File: src/ctsc_consts.svh
// Register map, field positions and timing constants of the trigger block
`ifndef CTSC_CONSTS_SVH
`define CTSC_CONSTS_SVH
`define CTSC_A_CTRL   8'h00
`define CTSC_A_BURST  8'h04
`define CTSC_A_DELAY  8'h08
`define CTSC_A_DEB    8'h0C
`define CTSC_A_SDUR   8'h10
`define CTSC_A_SWTRIG 8'h14
`define CTSC_A_STAT   8'h18
`define CTSC_F_MODE   0
`define CTSC_F_SRC    3:1
`define CTSC_F_ACT    6:4
`define CTSC_F_CACHE  7
`define CTSC_F_STREN  8
`define CTSC_F_INV    9
`define CTSC_F_L2OUT  10
`define CTSC_F_SSRC   14:11
`define CTSC_F_CNT    9:0
`define CTSC_F_US     19:0
`define CTSC_F_SDUR   15:0
`define CTSC_BURST_MIN 10'h001
`define CTSC_BURST_MAX 10'h3FF
`define CTSC_DEB_MAX   20'hF4240
`define CTSC_QDEPTH    2'h3
`define CTSC_CLK_NS    10
`define CTSC_NS_PER_US 1000
`define CTSC_US_CYC    (`CTSC_NS_PER_US / `CTSC_CLK_NS)
`define CTSC_RESP_OK   2'h0
`define CTSC_RESP_ERR  2'h2
`define CTSC_FULL_STRB 4'hF
`endif

File: src/ctsc_pkg.sv
// Types shared by the trigger and strobe block
package ctsc_pkg;
   typedef enum logic [3:0] {
      ST_IDLE  = 4'b0001,
      ST_DELAY = 4'b0010,
      ST_EXPO  = 4'b0100,
      ST_READ  = 4'b1000
   } ctsc_state_t;
   typedef enum logic [2:0] {
      SRC_SW = 3'h0, SRC_LINE0 = 3'h1, SRC_LINE2 = 3'h2,
      SRC_CNT = 3'h3, SRC_ANY = 3'h4
   } ctsc_src_t;
   typedef enum logic [2:0] {
      ACT_RISE = 3'h0, ACT_FALL = 3'h1, ACT_HIGH = 3'h2,
      ACT_LOW = 3'h3, ACT_ANY = 3'h4
   } ctsc_act_t;
   typedef enum logic [3:0] {
      EV_EXP_ST = 4'h0, EV_EXP_END = 4'h1, EV_ACQ_ST = 4'h2,
      EV_ACQ_STOP = 4'h3, EV_BURST_ST = 4'h4, EV_BURST_END = 4'h5,
      EV_FWAIT = 4'h6, EV_FRM_ST = 4'h7, EV_FRM_END = 4'h8,
      EV_SWTRIG = 4'h9, EV_HWTRIG = 4'hA, EV_CNTTRIG = 4'hB,
      EV_TIMER = 4'hC
   } ctsc_ev_t;
   typedef struct packed {
      logic        mode;
      ctsc_src_t   src;
      ctsc_act_t   act;
      logic        cache;
      logic        str_en;
      logic        inv;
      logic        l2_out;
      ctsc_ev_t    ssrc;
   } ctsc_cfg_t;
   typedef struct packed {
      logic       acquiring;
      logic       exposing;
      logic       frame_wait;
      logic [1:0] queued;
   } ctsc_stat_t;
endpackage : ctsc_pkg

File: src/ctsc_trigger.sv
// Trigger conditioning, burst sequencing and strobe output with AXI4-Lite registers
// Summary of operation
// - Frames per trigger accepted only 1..1023
// - One frame single mode, more is multi
// - Each trigger gives n exposures, then stop
// - Edge modes trigger on chosen transition only
// - Level high keeps acquiring while high
// - Level low keeps acquiring while low
// - Any edge triggers on both transitions
// - Programmable microsecond delay before trigger acts
// - Queue holds at most three pending triggers
// - Queue off drops triggers while busy
// - Queued trigger runs after current completes; one queued in its final cycle into an empty queue waits for another trigger
// - Glitch filter time 0..1000000 us
// - Pulses shorter than filter are ignored
// - Pin triggers use all trigger settings
// - Software triggers skip activation and filter
// - Counter and any-source skip the filter
// - Optional output inversion, off after reset
// - Enabled strobe follows chosen event source
// - Exposure and acquisition start/stop sources
// - Burst and frame start/end sources
// - Source showing wait for frame trigger
// - Software, hardware, counter, timer trigger sources
// - Trigger mode off acquires on internal timing
// - Any-source takes software and line 0 pin triggers
// - Zero strobe length follows exposure length
`timescale 1ns/1ps
`include "ctsc_consts.svh"
module ctsc_trigger #(
   parameter int EXPO_CYC = 16,
   parameter int READ_CYC = 16
) (
   input  wire logic                aclk,
   input  wire logic                aresetn,
   input  wire logic [7:0]          s_axi_awaddr,
   input  wire logic                s_axi_awvalid,
   output logic                     s_axi_awready,
   input  wire logic [31:0]         s_axi_wdata,
   input  wire logic [3:0]          s_axi_wstrb,
   input  wire logic                s_axi_wvalid,
   output logic                     s_axi_wready,
   output logic [1:0]               s_axi_bresp,
   output logic                     s_axi_bvalid,
   input  wire logic                s_axi_bready,
   input  wire logic [7:0]          s_axi_araddr,
   input  wire logic                s_axi_arvalid,
   output logic                     s_axi_arready,
   output logic [31:0]              s_axi_rdata,
   output logic [1:0]               s_axi_rresp,
   output logic                     s_axi_rvalid,
   input  wire logic                s_axi_rready,
   input  wire logic                line0_i,
   input  wire logic                line2_i,
   input  wire logic                counter_i,
   input  wire logic                timer_i,
   output logic                     line1_o,
   output logic                     line2_o,
   output logic                     line2_oe,
   output ctsc_pkg::ctsc_stat_t     stat_o
);
   import ctsc_pkg::*;

   initial begin
      if (EXPO_CYC < 1 || EXPO_CYC > 1048575 || READ_CYC < 1 || READ_CYC > 1048575)
         $error("ctsc_trigger: phase lengths out of range");
   end

   localparam logic [19:0] EXPO_LAST = 20'(EXPO_CYC - 1);
   localparam logic [19:0] READ_LAST = 20'(READ_CYC - 1);
   localparam logic [6:0]  US_LAST   = 7'(`CTSC_US_CYC - 1);

   ctsc_cfg_t   cfg_r;
   logic [9:0]  burst_r;
   logic [19:0] dly_us_r, deb_us_r;
   logic [15:0] sdur_r;
   logic        sw_pulse_r;
   logic        aw_ok_r, w_ok_r;
   logic [7:0]  waddr_r;
   logic [31:0] wdata_r;
   logic [3:0]  wstrb_r;
   logic        wr_fire;

   // Write channel: address and data taken in either order
   assign wr_fire = aw_ok_r && w_ok_r && !s_axi_bvalid;
   always_ff @(posedge aclk) begin
      if (!aresetn) begin
         s_axi_awready <= 1'b1;
         s_axi_wready  <= 1'b1;
         s_axi_bvalid  <= 1'b0;
         s_axi_bresp   <= `CTSC_RESP_OK;
         aw_ok_r       <= 1'b0;
         w_ok_r        <= 1'b0;
         waddr_r       <= 8'h00;
         wdata_r       <= 32'h0000_0000;
         wstrb_r       <= 4'h0;
      end else begin
         if (s_axi_awvalid && s_axi_awready) begin
            s_axi_awready <= 1'b0;
            aw_ok_r       <= 1'b1;
            waddr_r       <= s_axi_awaddr;
         end
         if (s_axi_wvalid && s_axi_wready) begin
            s_axi_wready <= 1'b0;
            w_ok_r       <= 1'b1;
            wdata_r      <= s_axi_wdata;
            wstrb_r      <= s_axi_wstrb;
         end
         if (wr_fire) begin
            aw_ok_r      <= 1'b0;
            w_ok_r       <= 1'b0;
            s_axi_bvalid <= 1'b1;
            s_axi_bresp  <= (waddr_r > `CTSC_A_STAT || waddr_r[1:0] != 2'h0)
                            ? `CTSC_RESP_ERR : `CTSC_RESP_OK;
         end
         if (s_axi_bvalid && s_axi_bready) begin
            s_axi_bvalid  <= 1'b0;
            s_axi_awready <= 1'b1;
            s_axi_wready  <= 1'b1;
         end
      end
   end

   // Config registers; partial-word writes are ignored
   always_ff @(posedge aclk) begin
      if (!aresetn) begin
         cfg_r      <= '{mode: 1'b0, src: SRC_SW, act: ACT_RISE, cache: 1'b0,
                         str_en: 1'b0, inv: 1'b0, l2_out: 1'b0, ssrc: EV_EXP_ST};
         burst_r    <= `CTSC_BURST_MIN;
         dly_us_r   <= 20'h00000;
         deb_us_r   <= 20'h00000;
         sdur_r     <= 16'h0000;
         sw_pulse_r <= 1'b0;
      end else begin
         sw_pulse_r <= 1'b0;
         if (wr_fire && wstrb_r == `CTSC_FULL_STRB) begin
            case (waddr_r)
               `CTSC_A_CTRL: begin
                  cfg_r.mode   <= wdata_r[`CTSC_F_MODE];
                  cfg_r.src    <= ctsc_src_t'(wdata_r[`CTSC_F_SRC]);
                  cfg_r.act    <= ctsc_act_t'(wdata_r[`CTSC_F_ACT]);
                  cfg_r.cache  <= wdata_r[`CTSC_F_CACHE];
                  cfg_r.str_en <= wdata_r[`CTSC_F_STREN];
                  cfg_r.inv    <= wdata_r[`CTSC_F_INV];
                  cfg_r.l2_out <= wdata_r[`CTSC_F_L2OUT];
                  cfg_r.ssrc   <= ctsc_ev_t'(wdata_r[`CTSC_F_SSRC]);
               end
               `CTSC_A_BURST: begin
                  if (wdata_r[31:10] == 22'h0 && wdata_r[`CTSC_F_CNT] != 10'h000)
                     burst_r <= wdata_r[`CTSC_F_CNT];
               end
               `CTSC_A_DELAY:  dly_us_r <= wdata_r[`CTSC_F_US];
               `CTSC_A_DEB: begin
                  if (wdata_r[31:20] == 12'h0 && wdata_r[`CTSC_F_US] <= `CTSC_DEB_MAX)
                     deb_us_r <= wdata_r[`CTSC_F_US];
               end
               `CTSC_A_SDUR:   sdur_r <= wdata_r[`CTSC_F_SDUR];
               `CTSC_A_SWTRIG: sw_pulse_r <= wdata_r[0];
               default: ;
            endcase
         end
      end
   end

   // Microsecond tick so that the strobe length needs no wide cycle count
   logic [6:0] us_cnt_r;
   logic       us_tick;
   assign us_tick = (us_cnt_r == US_LAST);
   always_ff @(posedge aclk) begin
      if (!aresetn)
         us_cnt_r <= 7'h00;
      else
         us_cnt_r <= us_tick ? 7'h00 : us_cnt_r + 7'h01;
   end

   // Glitch filter on the pin inputs only
   logic        pin_raw, deb_r;
   logic [19:0] deb_cnt_r;
   logic [6:0]  deb_sub_r;
   assign pin_raw = (cfg_r.src == SRC_LINE2) ? (line2_i && !cfg_r.l2_out) : line0_i;
   // Own sub-count restarts on each change, so a short pulse gains no free tick
   always_ff @(posedge aclk) begin
      if (!aresetn) begin
         deb_r     <= 1'b0;
         deb_cnt_r <= 20'h00000;
         deb_sub_r <= 7'h00;
      end else if (pin_raw == deb_r) begin
         deb_cnt_r <= 20'h00000;
         deb_sub_r <= 7'h00;
      end else if (deb_cnt_r >= deb_us_r) begin
         deb_r     <= pin_raw;
         deb_cnt_r <= 20'h00000;
         deb_sub_r <= 7'h00;
      end else if (deb_sub_r == US_LAST) begin
         deb_cnt_r <= deb_cnt_r + 20'h00001;
         deb_sub_r <= 7'h00;
      end else begin
         deb_sub_r <= deb_sub_r + 7'h01;
      end
   end

   // Conditioned level per source
   logic cond, cond_q_r, act_evt, is_pin, use_sw, trig_evt;
   always_comb begin
      case (cfg_r.src)
         SRC_LINE0, SRC_LINE2: cond = deb_r;
         SRC_CNT:              cond = counter_i;
         SRC_ANY:              cond = line0_i;
         default:              cond = 1'b0;
      endcase
   end
   always_ff @(posedge aclk) begin
      if (!aresetn)
         cond_q_r <= 1'b0;
      else
         cond_q_r <= cond;
   end

   ctsc_state_t st_r, st_nxt;
   logic        idle;
   assign idle = (st_r == ST_IDLE);
   always_comb begin
      case (cfg_r.act)
         ACT_RISE: act_evt = cond && !cond_q_r;
         ACT_FALL: act_evt = !cond && cond_q_r;
         ACT_HIGH: act_evt = cond && idle;
         ACT_LOW:  act_evt = !cond && idle;
         ACT_ANY:  act_evt = cond != cond_q_r;
         default:  act_evt = 1'b0;
      endcase
   end
   assign is_pin   = (cfg_r.src == SRC_LINE0) || (cfg_r.src == SRC_LINE2);
   assign use_sw   = (cfg_r.src == SRC_SW) || (cfg_r.src == SRC_ANY);
   assign trig_evt = cfg_r.mode && ((act_evt && cfg_r.src != SRC_SW) ||
                                    (sw_pulse_r && use_sw));

   // Burst sequencer
   logic [19:0] ph_cnt_r;
   logic [6:0]  dly_sub_r;
   logic        dly_tick;
   assign dly_tick = (dly_sub_r == US_LAST);
   logic [9:0]  left_r;
   logic [1:0]  q_r;
   logic        q_push, q_pop;
   always_comb begin
      st_nxt = st_r;
      q_pop  = 1'b0;
      case (st_r)
         ST_IDLE:  if (trig_evt || !cfg_r.mode) st_nxt = ST_DELAY;
         ST_DELAY: if (ph_cnt_r >= dly_us_r) st_nxt = ST_EXPO;
         ST_EXPO:  if (ph_cnt_r == EXPO_LAST) st_nxt = ST_READ;
         ST_READ: begin
            if (ph_cnt_r == READ_LAST) begin
               if (left_r > 10'h001) begin
                  st_nxt = ST_EXPO;
               end else if (q_r != 2'h0 && cfg_r.mode) begin
                  st_nxt = ST_DELAY;
                  q_pop  = 1'b1;
               end else begin
                  st_nxt = ST_IDLE;
               end
            end
         end
         default:  st_nxt = ST_IDLE;
      endcase
   end
   // Triggers while busy queue or drop
   assign q_push = trig_evt && !idle && cfg_r.cache && q_r != `CTSC_QDEPTH;

   always_ff @(posedge aclk) begin
      if (!aresetn) begin
         st_r      <= ST_IDLE;
         ph_cnt_r  <= 20'h00000;
         left_r    <= 10'h000;
         dly_sub_r <= 7'h00;
      end else begin
         st_r <= st_nxt;
         // Delay counts whole microseconds from its own entry, not a free tick
         if (st_nxt != st_r || st_r != ST_DELAY || dly_tick)
            dly_sub_r <= 7'h00;
         else
            dly_sub_r <= dly_sub_r + 7'h01;
         if (st_nxt != st_r)
            ph_cnt_r <= 20'h00000;
         else if (st_r == ST_DELAY ? dly_tick : 1'b1)
            ph_cnt_r <= ph_cnt_r + 20'h00001;
         if (st_r != ST_EXPO && st_r != ST_READ && st_nxt == ST_DELAY)
            left_r <= burst_r;
         else if (st_r == ST_DELAY && st_nxt == ST_DELAY)
            left_r <= burst_r;
         else if (st_r == ST_READ && st_nxt == ST_EXPO)
            left_r <= left_r - 10'h001;
         else if (q_pop)
            left_r <= burst_r;
      end
   end
   always_ff @(posedge aclk) begin
      if (!aresetn || !cfg_r.cache)
         q_r <= 2'h0;
      else if (q_push && !q_pop)
         q_r <= q_r + 2'h1;
      else if (q_pop && !q_push)
         q_r <= q_r - 2'h1;
   end

   // Event sources for the strobe
   logic [12:0] ev;
   always_comb begin
      ev[EV_EXP_ST]    = st_r != ST_EXPO && st_nxt == ST_EXPO;
      ev[EV_EXP_END]   = st_r == ST_EXPO && st_nxt != ST_EXPO;
      ev[EV_ACQ_ST]    = idle && st_nxt != ST_IDLE;
      ev[EV_ACQ_STOP]  = !idle && st_nxt == ST_IDLE;
      ev[EV_BURST_ST]  = st_r == ST_DELAY && st_nxt == ST_EXPO;
      ev[EV_BURST_END] = st_r == ST_READ && st_nxt != ST_READ && st_nxt != ST_EXPO;
      ev[EV_FWAIT]     = idle && cfg_r.mode;
      ev[EV_FRM_ST]    = ev[EV_EXP_ST];
      ev[EV_FRM_END]   = st_r == ST_READ && st_nxt != ST_READ;
      ev[EV_SWTRIG]    = sw_pulse_r && cfg_r.mode && use_sw;
      ev[EV_HWTRIG]    = act_evt && cfg_r.mode && is_pin;
      ev[EV_CNTTRIG]   = act_evt && cfg_r.mode && cfg_r.src == SRC_CNT;
      ev[EV_TIMER]     = timer_i;
   end

   // Strobe pulse; zero length means until exposure ends
   logic        str_on_r, str_lvl, sel_ev, pin_lvl;
   logic [15:0] str_cnt_r;
   assign sel_ev = (cfg_r.ssrc <= EV_TIMER) ? ev[cfg_r.ssrc] : 1'b0;
   always_ff @(posedge aclk) begin
      if (!aresetn) begin
         str_on_r  <= 1'b0;
         str_cnt_r <= 16'h0000;
      end else if (sel_ev) begin
         str_on_r  <= 1'b1;
         str_cnt_r <= 16'h0000;
      end else if (str_on_r) begin
         if (sdur_r == 16'h0000 ? ev[EV_EXP_END] : str_cnt_r >= sdur_r)
            str_on_r <= 1'b0;
         else if (us_tick)
            str_cnt_r <= str_cnt_r + 16'h0001;
      end
   end
   assign str_lvl = (cfg_r.ssrc == EV_FWAIT) ? ev[EV_FWAIT] : str_on_r;
   assign pin_lvl = (cfg_r.str_en && str_lvl) ^ cfg_r.inv;

   always_ff @(posedge aclk) begin
      if (!aresetn) begin
         line1_o  <= 1'b0;
         line2_o  <= 1'b0;
         line2_oe <= 1'b0;
         stat_o   <= '0;
      end else begin
         line1_o  <= pin_lvl;
         line2_o  <= pin_lvl;
         line2_oe <= cfg_r.l2_out;
         stat_o   <= '{acquiring: !idle, exposing: st_r == ST_EXPO,
                       frame_wait: ev[EV_FWAIT], queued: q_r};
      end
   end

   // Read channel; unmapped offsets answer SLVERR
   always_ff @(posedge aclk) begin
      if (!aresetn) begin
         s_axi_arready <= 1'b1;
         s_axi_rvalid  <= 1'b0;
         s_axi_rdata   <= 32'h0000_0000;
         s_axi_rresp   <= `CTSC_RESP_OK;
      end else if (s_axi_arvalid && s_axi_arready) begin
         s_axi_arready <= 1'b0;
         s_axi_rvalid  <= 1'b1;
         s_axi_rresp   <= `CTSC_RESP_OK;
         case (s_axi_araddr)
            `CTSC_A_CTRL:  s_axi_rdata <= {17'h0, cfg_r.ssrc, cfg_r.l2_out, cfg_r.inv,
                                           cfg_r.str_en, cfg_r.cache, cfg_r.act,
                                           cfg_r.src, cfg_r.mode};
            `CTSC_A_BURST: s_axi_rdata <= {22'h0, burst_r};
            `CTSC_A_DELAY: s_axi_rdata <= {12'h0, dly_us_r};
            `CTSC_A_DEB:   s_axi_rdata <= {12'h0, deb_us_r};
            `CTSC_A_SDUR:  s_axi_rdata <= {16'h0, sdur_r};
            `CTSC_A_SWTRIG: s_axi_rdata <= 32'h0000_0000;
            `CTSC_A_STAT:  s_axi_rdata <= {18'h0, left_r, q_r, ev[EV_FWAIT],
                                           !idle};
            default: begin
               s_axi_rdata <= 32'h0000_0000;
               s_axi_rresp <= `CTSC_RESP_ERR;
            end
         endcase
      end else if (s_axi_rvalid && s_axi_rready) begin
         s_axi_rvalid  <= 1'b0;
         s_axi_arready <= 1'b1;
      end
   end

   property p_burst_range;
      @(posedge aclk) disable iff (!aresetn)
      burst_r >= `CTSC_BURST_MIN && burst_r <= `CTSC_BURST_MAX;
   endproperty
   a_burst_range: assert property (p_burst_range) else $error("burst out of range");

   property p_burst_end;
      @(posedge aclk) disable iff (!aresetn)
      (st_r == ST_READ && ph_cnt_r == READ_LAST && left_r == 10'h001 && q_r == 2'h0)
      |=> st_r == ST_IDLE;
   endproperty
   a_burst_end: assert property (p_burst_end) else $error("burst did not stop");

   property p_next_frame;
      @(posedge aclk) disable iff (!aresetn)
      (st_r == ST_READ && ph_cnt_r == READ_LAST && left_r > 10'h001)
      |=> st_r == ST_EXPO && left_r == $past(left_r) - 10'h001;
   endproperty
   a_next_frame: assert property (p_next_frame) else $error("frame count wrong");

   property p_q_max;
      @(posedge aclk) disable iff (!aresetn)
      (trig_evt && !idle && cfg_r.cache && !q_pop)
      |=> q_r == (($past(q_r) == `CTSC_QDEPTH) ? `CTSC_QDEPTH : $past(q_r) + 2'h1);
   endproperty
   a_q_max: assert property (p_q_max) else $error("queue over three");

   property p_drop;
      @(posedge aclk) disable iff (!aresetn)
      !cfg_r.cache |=> q_r == 2'h0;
   endproperty
   a_drop: assert property (p_drop) else $error("trigger kept without queue");

   property p_inv_reset;
      @(posedge aclk) !aresetn |=> !cfg_r.inv ##1 line1_o == 1'b0;
   endproperty
   a_inv_reset: assert property (p_inv_reset) else $error("inversion on after reset");

   property p_sw_start;
      @(posedge aclk) disable iff (!aresetn)
      (idle && cfg_r.mode && cfg_r.src == SRC_SW && sw_pulse_r) |=> st_r == ST_DELAY;
   endproperty
   a_sw_start: assert property (p_sw_start) else $error("software trigger lost");

   property p_dir;
      @(posedge aclk) disable iff (!aresetn)
      $changed(cfg_r.l2_out) |=> line2_oe == $past(cfg_r.l2_out);
   endproperty
   a_dir: assert property (p_dir) else $error("line 2 direction wrong");

   property p_strobe_expo;
      @(posedge aclk) disable iff (!aresetn)
      (cfg_r.str_en && !cfg_r.inv && sdur_r == 16'h0000 && cfg_r.ssrc == EV_EXP_ST
       && ev[EV_EXP_ST]) |=> ##1 line1_o;
   endproperty
   a_strobe_expo: assert property (p_strobe_expo) else $error("strobe missing");
endmodule : ctsc_trigger

File: config.mk
export PLATFORM = sky130hd
export DESIGN_NAME = ctsc_trigger
export DESIGN_NICKNAME = d
export VERILOG_FILES = /design/src/ctsc_pkg.sv /design/src/ctsc_trigger.sv
export VERILOG_INCLUDE_DIRS = /design/src
export SDC_FILE = /design/constraint.sdc
export NUM_CORES = 1
export LEC_CHECK = 0
export BUFFER_PORTS_ARGS = -buffer_cell sky130_fd_sc_hd__clkbuf_2
export CAP_MARGIN = 20
export CORE_MARGIN = 10
export CORE_UTILIZATION = 40
export DETAILED_ROUTE_END_ITERATION = 16
export GPL_TIMING_DRIVEN = 0
export PLACE_DENSITY_LB_ADDON = 0.08
export SLEW_MARGIN = 20
export SYNTH_ARGS = -nofsm -noshare
export SYNTH_HDL_FRONTEND = slang
export SYNTH_SLANG_ARGS = --single-unit
File: constraint.sdc
create_clock -name aclk -period 3.7 [get_ports aclk]
set_input_delay 0.37 -clock aclk [delete_from_list [all_inputs] [get_ports aclk]]
set_output_delay 0.37 -clock aclk [all_outputs]
set_load 0.03 [all_outputs]
==> metrics list, run 1 <==
- 0 antenna diodes ended up in the layout.
- The via count of the first global-routing pass came to 10697.
* HPWL reported at the end of detailed placement: 30000 um
- The worst setup path is captured at a flip-flop.
- The clock network burns 48.8% of the power.
- For this block, the routed nets add up to 39640 um of wire.
* Count of clock tree sinks: 258
* Number of antenna violations at the first check in global routing: 1
- Endpoint required time on the critical path: around 4.2 ns
- Number of hold buffers added after CTS: 0
* Hold Fails Final Rpt: 0
- Of the total power, the share spent switching nets is 23.77%.
* First-pass GRT wire length: ~60000 um
- Measured on the finished design, the core utilization comes to 47.05%.
- Layout Area Growth over Synthesis: 16.85%
- Class of the tightest hold or removal check: input pin to flip-flop
- The critical path in this run is classified as flip-flop to flip-flop.
- The sequential cells in the finished layout cover a total of 5165 um^2.
- Cell depth of the worst min-delay path: 2
- From left edge to right edge, the die measures 197.8 um.
- Counting along the longest clock path gives a buffer depth of 3.
* Clk_lat worst skew: 0.56 ns
- Static timing analysis puts the maximum clock frequency at 292.6 MHz.
* Number of DRC violations after detailed-routing iteration 0: roughly 820
- Quantity of I/O buffers inserted on ports: between 90 and 100
- Final worst clock skew: 0.01208 ns
- Sequential-to-total area share from yosys stat: about 41%
- Entering global routing, the biggest net connects 15 pins.
- The design draws 6.577 mW.
- The post-route netlist has 11.50% of its cells at a drive strength greater than 1.
- Type of element launching the critical path: flip-flop
* Vertical die dimension: 197.8 um
- Synth warnings: 0
* Fill cell total of the finished layout: 3139
- Routed vias/inst: 5.354
- In this run the mean area of a mapped cell was 8.490 um^2.
* Dominant cell type by area after synthesis: sky130_fd_sc_hd__dfxtp_1
- In the final layout, the multi-input gates occupy a little under 7000 um^2.
- The floorplan has between 60 and 70 rows.
* CTS tree: built
- Boundary Pins: 112
- Critical register-to-register path startpoint: sdur_r[9]$_SDFFE_PN0P_
- Signal arrival time at the worst endpoint: between 3 and 4 ns
- Net count reported at finish: 1758
* Share of power burned in combinational logic: 7.1%
* Routed via count: 10998
- The worst hold path begins at s_axi_wvalid.
* CTS root buffer: sky130_fd_sc_hd__clkbuf_16
* Final worst-path cycle share: 92.36%
* Run status: finished, final reports clean
* Leak pwr: about 5.7 nW
* Fraction of power consumed by sequential logic: 44.2%
* Number of levels in the clock H-tree: 1
- Slew Limit Fails: 0
- Buffer count from post-CTS setup fixing: 0
- The synthesized design contains 0 enable-type register cells.
- Proportion of netlist area held by the largest area contributor: ~41%
- Summed over all nets, the switching power comes to approximately 1.6 mW.
- In this run the cell area of the synthesized design comes to 12640 um^2.
- In the synthesized netlist the dominant register cell turns out to be sky130_fd_sc_hd__dfxtp_1.
* Power per Cell Area: 445.3 nW/um^2
- Pint: 5.014 mW
- The endpoint identified for the worst register-to-register timing path is str_cnt_r[9]$_SDFFE_PP0P_.
- Gp weighted congestion: between 0.8 and 0.9
- Relative slew margins: 38.53%
* Reg2reg path depth: 12
* Number of detailed-route iterations in the first pass: 5
- Setup slack, reg-to-reg: 0.28 ns
- In the final routed layout, each cell accounts on average for about 19 um.
* Largest vdd supply drop: approximately 380 uV
- Number of buffers added by the clock tree synthesis step: 30
- Setup repair after global routing left no endpoint under its margin.
* Syn Inst Count: approximately 1500
- Along the worst path, the maximum fanout reaches 8.
* Final setup violation count: 0
- Count of distinct cell types in the synthesized netlist: 70
- All-Layer GR Usage: 19.98%
* Total negative slack: 0 ns
- For this run, asynchronously set or reset flops after synthesis account for 0%.
- Yosys reg bits: 258
- The finished layout holds 2054 standard cells, fillers aside.
- Across the run, the number of max-cap violations was 0.
- Ranked by total cell area, the synthesized netlist is headed by sky130_fd_sc_hd__dfxtp_1, sky130_fd_sc_hd__mux2i_1, sky130_fd_sc_hd__nor2_1, sky130_fd_sc_hd__ha_1, sky130_fd_sc_hd__nand2_1.
* Instance count after placement with tap cells included: 2000
* Initial cell density of the core: between 40 and 50%
* Core Footprint: 31390 um^2
- For the pin with the worst max-slew slack, the measured transition is 0.9220 ns.
- The detail route stage leaves a number of antenna-violating nets equal to 0.
- Most used standard cell by instance count after synthesis: sky130_fd_sc_hd__dfxtp_1
* Number of DRC violations after detailed routing: 0
* Final critical-path required period: 3.417 ns
- The die covers 39120 um^2.
- For this run the aggregate overflow at the end of global routing stands at 0.
- For hold timing, the worst endpoint is s_axi_wready$_SDFFE_PP1P_.
- Sorting the synthesized cells by how often they occur yields sky130_fd_sc_hd__dfxtp_1, sky130_fd_sc_hd__nor2_1, sky130_fd_sc_hd__nand2_1, sky130_fd_sc_hd__mux2i_1, sky130_fd_sc_hd__a21oi_1.
- Worst-path clk slew: 0.06 ns
## worst max-delay path: stages, from the launching register on
cell	delay, ns
sky130_fd_sc_hd__dfxtp_1	0.40
sky130_fd_sc_hd__inv_1	0.08
sky130_fd_sc_hd__ha_1	0.31
sky130_fd_sc_hd__a21o_1	0.16
sky130_fd_sc_hd__a21o_1	0.17
sky130_fd_sc_hd__a221o_1	0.29
sky130_fd_sc_hd__a2111o_1	0.46
sky130_fd_sc_hd__o31ai_2	0.47
sky130_fd_sc_hd__and2_1	0.19
sky130_fd_sc_hd__buf_2	0.18
sky130_fd_sc_hd__nand4_1	0.17
sky130_fd_sc_hd__or3_1	0.34
sky130_fd_sc_hd__a21oi_1	0.14
## metal layers
| layer | vias to the layer above | part of all wire (%) | track usage, % |
|---|---|---|---|
| met5 | - | 0 | 0 |
| met4 | 0 | 2.5 | 5.979 |
| met3 | 58 | 6.9 | 3.616 |
| met2 | 320 | 44 | 31.51 |
| met1 | 5153 | 46 | 27.17 |
| li1 | 5467 | - | - |
## worst max path at each step
stage                                     end  slack (ns)                      from  cells after the start
floorplan           str_cnt_r[9]$_SDFFE_PP0P_        0.67    sdur_r[9]$_SDFFE_PN0P_                     12
CTS                    left_r[8]$_SDFFE_PN0P_        0.03  dly_us_r[6]$_SDFFE_PN0P_                     10
global route        str_cnt_r[9]$_SDFFE_PP0P_        0.04    sdur_r[9]$_SDFFE_PN0P_                     12
detailed placement     left_r[8]$_SDFFE_PN0P_        0.08  dly_us_r[6]$_SDFFE_PN0P_                     10
global placement          q_r[1]$_SDFFE_PP0P_       -0.64        st_r[0]$_SDFF_PN1_                     12
finish              str_cnt_r[9]$_SDFFE_PP0P_        0.28    sdur_r[9]$_SDFFE_PN0P_                     12
## kinds of logic after synthesis
group,share of synthesized area (%)
and+or+nand+nor,22.46
DFF,40.86
AOI/OAI and AO/OA,11.89
buffers and inverters,5.572
other,0.02966
adders and majority gates,6.433
xor gates and xnor gates,4.988
muxes,7.779
## final cells by class
cell class	instances	share of cell area [%]
Buffer	91	2.888
Clock buffer	46	6.175
Clock inverter	8	1.118
Inverter	74	1.880
Multi-Input combinational cell	1079	46.32
Sequential cell	258	34.97
Tap cell	402	3.405
Timing Repair Buffer	96	3.253
## repair_timing
action / in CTS / in global routing
endpoints found under the hold margin: 0 / 0
resized for setup: 0 / 2
setup endpoints to repair: 0 / 9
## placed cells by master, fill, tap and decap left out, types with 10 or more instances in the layout
| cell | Yosys | layout |
|---|---|---|
| sky130_fd_sc_hd__and3_1 | 20 | 20 |
| sky130_fd_sc_hd__nand2_1 | 148 | 148 |
| sky130_fd_sc_hd__nor4_1 | 28 | 27 |
| sky130_fd_sc_hd__mux2i_1 | 96 | 96 |
| sky130_fd_sc_hd__xnor2_1 | 28 | 28 |
| sky130_fd_sc_hd__buf_4 | 16 | 16 |
| sky130_fd_sc_hd__nor3_1 | 20 | 20 |
| sky130_fd_sc_hd__clkbuf_1 | 62 | 69 |
| sky130_fd_sc_hd__a22oi_1 | 25 | 25 |
| sky130_fd_sc_hd__inv_1 | 74 | 74 |
| sky130_fd_sc_hd__a221oi_1 | 10 | 10 |
| sky130_fd_sc_hd__o21ai_0 | 26 | 26 |
| sky130_fd_sc_hd__nand4_1 | 23 | 23 |
| sky130_fd_sc_hd__a21oi_1 | 88 | 88 |
| sky130_fd_sc_hd__ha_1 | 65 | 65 |
| sky130_fd_sc_hd__nor2_1 | 234 | 233 |
| sky130_fd_sc_hd__a21o_1 | 11 | 11 |
| sky130_fd_sc_hd__a31oi_1 | 15 | 15 |
| sky130_fd_sc_hd__clkbuf_16 | 0 | 31 |
| sky130_fd_sc_hd__clkbuf_2 | 0 | 95 |
| sky130_fd_sc_hd__dfxtp_1 | 258 | 258 |
| sky130_fd_sc_hd__and2_1 | 10 | 10 |
| sky130_fd_sc_hd__a311oi_1 | 10 | 10 |
| sky130_fd_sc_hd__conb_1 | 1 | 14 |
| sky130_fd_sc_hd__xor2_1 | 44 | 44 |
| sky130_fd_sc_hd__nand3_1 | 43 | 43 |
## power groups by stage
stage               combinational, mW  sequential [mW]  clock, mW
floorplan                       0.272             2.96          0
global placement                0.457             2.96          0
detailed placement              0.463             2.97          0
CTS                             0.464             2.90       3.27
global route                    0.511             2.91       3.38
finish                          0.464             2.91       3.21
## stage by stage
stage          hold WS [ns]  instance area [um^2]  setup WS, ns
2_1_floorplan        0.4175                 12690        0.6651
3_3_place_gp         0.4307                 13670       -0.6413
3_5_place_dp         0.4395                 13690       0.07984
4_1_cts            0.005580                 14760       0.03085
5_1_grt             0.03286                 14770       0.03515
6_report            0.01872                 14770        0.2827
## state kept, by name (all words and copies together), names as in the netlist, 7 cells and up
signal,flops
deb_us_r,20
burst_r,10
dly_us_r,20
cfg_r,15
deb_sub_r,7
sdur_r,16
dly_sub_r,7
wdata_r,32
deb_cnt_r,20
waddr_r,8
s_axi_rdata,20
ph_cnt_r,20
us_cnt_r,7
left_r,10
str_cnt_r,16
(Power assumes the default switching activity.)
==> inputs of run 2 (changes only) <==
--- a/config.mk
+++ b/config.mk
@@ -13,6 +13,7 @@
 export DETAILED_ROUTE_END_ITERATION = 16
 export GPL_TIMING_DRIVEN = 0
 export PLACE_DENSITY_LB_ADDON = 0.08
+export SETUP_SLACK_MARGIN = 0.5
 export SLEW_MARGIN = 20
 export SYNTH_ARGS = -nofsm -noshare
 export SYNTH_HDL_FRONTEND = slang
==> run 2 against run 1 <==
Against the previous run:
- global-route usage about the same
- critical path depth down 1
- final area increased by 1.4%
- critical path type unchanged
- worst hold slack improved by 0.0012 ns
- combinational power grew 9.7%
- highest routed layer unchanged
- via count up 0.51%
==> metrics list, run 2 (same netlist as run 1, synthesis figures left out) <==
- Number of nets still failing antenna checks after routing: 0 (unchanged)
* Slew Limit Fails: 0 (unchanged)
- The number of vias after detailed routing was 11054 (+0.51%).
* Largest vdd supply drop: 376.9 uV (-0.16%)
- Fraction of power consumed by sequential logic: 43.9% (-0.3 points)
- Quantity of I/O buffers inserted on ports: 95 (unchanged)
- Leading cell types in the layout, fill and taps excluded: sky130_fd_sc_hd__dfxtp_1, sky130_fd_sc_hd__nor2_1, sky130_fd_sc_hd__nand2_1, sky130_fd_sc_hd__clkbuf_2, sky130_fd_sc_hd__mux2i_1
* Instance count after placement with tap cells included: 2000 (unchanged)
* CTS tree: built
- STA classifies the critical path startpoint as a flip-flop.
- The number of flip-flops under the largest register name is 32 (unchanged).
* Number of buffers added by the clock tree synthesis step: 30 (unchanged)
- The tree is rooted in a sky130_fd_sc_hd__clkbuf_16.
- Worst-path clk slew: 0.06 ns (about the same)
- Pint: 5.041 mW (+0.54%)
- The largest individual stage delay along the critical path comes from the cell sky130_fd_sc_hd__or4_4.
- The floorplan die area is 39120 um^2 (unchanged).
* Setup slack, reg-to-reg: 0.56 ns (+0.27 ns)
* Maximum number of pins on one net before global-route repair: 15 (unchanged)
- The final weighted congestion in routability-driven placement is 0.8959 (unchanged).
- Walking the worst path, the cells encountered are buf_6 -> or4_4 -> or3_4 -> or4_4 -> nand3_2 -> nand4_1 -> o21ai_0 -> a211oi_1 -> nand4b_4 -> buf_6 -> nor2_1.
- The starting density of the core came to 40.27% (unchanged).
- Total grt overflow: 0 (unchanged)
- Setup repair after global routing could not meet its margin everywhere.
- Final worst-path cycle share: 84.99% (-7.4 points)
- The combinational group share of total power came to 7.7% (+0.6 points).
- Maximum Capacitance Violations: 0 (unchanged)
- The worst-case clock skew is 0.01089 ns (-0.001194 ns).
* Transition time of the tightest slew-check pin: 0.9212 ns (-0.0008000 ns)
- The worst setup path is captured at a flip-flop.
- The total net switching power came to 1.583 mW (+1.3%).
- Count of standard-cell rows: 65 (unchanged)
* Count of clock tree sinks: 258 (unchanged)
- The overall track demand over capacity in global routing was 20.03% (+0.047 points).
- The detailed-route vias per instance was 5.350 (about the same).
- Antenna Cells: 0 (unchanged)
- The per-cell routed wire length was 19.38 um (+0.45%).
- The total DRC errors in the routed layout was 0 (unchanged).
* Startpoint-to-endpoint class of the critical path: flip-flop to flip-flop
* Achievable frequency: 318.0 MHz (+8.7%)
- The die outline height was 197.8 um (unchanged).
- Net count reported at finish: 1770 (+0.68%)
- Via count of the first global-routing pass: 10717 (+0.19%)
* Non-filler instance count after layout: 2066 (+0.58%)
- The data arrival at the endpoint of the critical path is 3.63 ns (-0.26 ns).
* Final critical-path required period: 3.144 ns (-0.2729 ns)
- The register with the most flip-flops in the final layout is wdata_r.
* Fraction of layout instances using a drive strength above 1: 13.22% (+1.7 points)
* Final Worst Setup Slack: 0.5556 ns (+0.2729 ns)
- The static leakage power is 5.776 nW (+1.7%).
* Endpoint required time on the critical path: 4.19 ns (about the same)
- Layout Area Growth over Synthesis: 18.43%
- Relative slew margins: 38.59% (+0.053 points)
* Combined buffer and inverter count along the critical path: 2 (unchanged)
- The part of the power in the clock network was 48.5% (-0.3 points).
- Power per Cell Area: 442.4 nW/um^2 (-0.64%)
* Most frequent standard cell in the layout excluding fill and tap cells: sky130_fd_sc_hd__dfxtp_1
- The number of placed I/O pins was 112 (unchanged).
- Number of antenna violations at the first check in global routing: 1 (unchanged)
- The wire length after detailed routing came to 40050 um (+1.0%).
* Cell class contributing the biggest share of worst-path delay: simple AND/OR/NAND/NOR gates
* Worst-case clock buffer depth: 3 (unchanged)
- Run status: finished, final reports clean
- The count of routing violations after the opening detailed-route iteration is 792 (-3.6%).
- Number of detailed-route iterations in the first pass: 6 (+1)
* Switching fraction of total power: 23.90% (+0.13 points)
- Crit-path max FO: 9 (+1)
- Number of levels in the clock H-tree: 1 (unchanged)
- The biggest cell delay along the critical path was 0.56 ns (+0.09 ns).
- The placeable core region is 31390 um^2 (unchanged).
- Place WS: 0.07984 ns (unchanged)
* Class of the tightest hold or removal check: input pin to flip-flop
* Final setup violation count: 0 (unchanged)
- HPWL reported at the end of detailed placement: 30000 um (unchanged)
- The clock latency on the worst-skew pair was 0.56 ns (about the same).
- The wire length of the first global-routing pass is 61320 um (+0.19%).
* Die width: 197.8 um (unchanged)
- The hold violation count in the final report was 0 (unchanged).
==> run 2: cell count changes in the layout (fill, tap and decap cells not counted), sizes merged <==
cell / change
buf: +12
==> run 2: per-layer routing <==
layer	vias up	part of all wire, %	GRT usage, %
li1	5480	-	-
met1	5179	46	27.15
met2	333	44	31.66
met3	62	6.8	3.616
met4	0	2.6	6.036
met5	-	0	0
==> run 2: timing repair <==
item / in CTS / in global routing
hold buffers: 0 / 0
gates cloned: 0 / 1
gates resized for setup: 9 / 27
hold endpoints to repair: 0 / 0
buffers inserted: 1 / 10
endpoints found under the setup margin: 34 / 69
pin swaps: 1 / 8
==> run 2: power groups by stage <==
stage	sequential (mW)	clock [mW]	combinational, mW
after global routing	2.91	3.38	0.554
after CTS	2.90	3.27	0.473
after global placement	2.96	0	0.457
after floorplan	2.96	0	0.272
final	2.91	3.21	0.509
after detailed placement	2.97	0	0.463
==> run 2: worst paths after layout <==
kind	startpoint	endpoint	cells past startpoint
setup / recovery	left_r[3]$_SDFFE_PN0P_	str_cnt_r[10]$_SDFFE_PP0P_	11
hold / removal	s_axi_wvalid	s_axi_wready$_SDFFE_PP1P_	2
setup reg to reg	left_r[3]$_SDFFE_PN0P_	str_cnt_r[10]$_SDFFE_PP0P_	11
hold reg to reg	deb_sub_r[0]$_SDFF_PP0_	deb_sub_r[0]$_SDFF_PP0_	1
==> run 2: cell type report <==
type,count,area [um^2]
buffer,91,436.7
clock buffer,46,912.1
clock inverter,8,165.2
fill,3115,16420
inverter,74,277.8
multi-input combinational,1079,6929
sequential,258,5171
tap,402,503.0
timing repair buffer,108,576.8
==> run 2: metrics by stage <==
step	setup TNS (ns)	total power [mW]	hold WS [ns]	utilization (%)	cell area, um^2
CTS	0	6.651	0.005580	47.17	14810
global route	0	6.845	0.03286	47.69	14970
detailed placement	0	3.429	0.4395	43.60	13690
global placement	-21.63	3.422	0.4307	43.54	13670
finish	0	6.624	0.01992	47.69	14970
floorplan	0	3.232	0.4175	-	12690
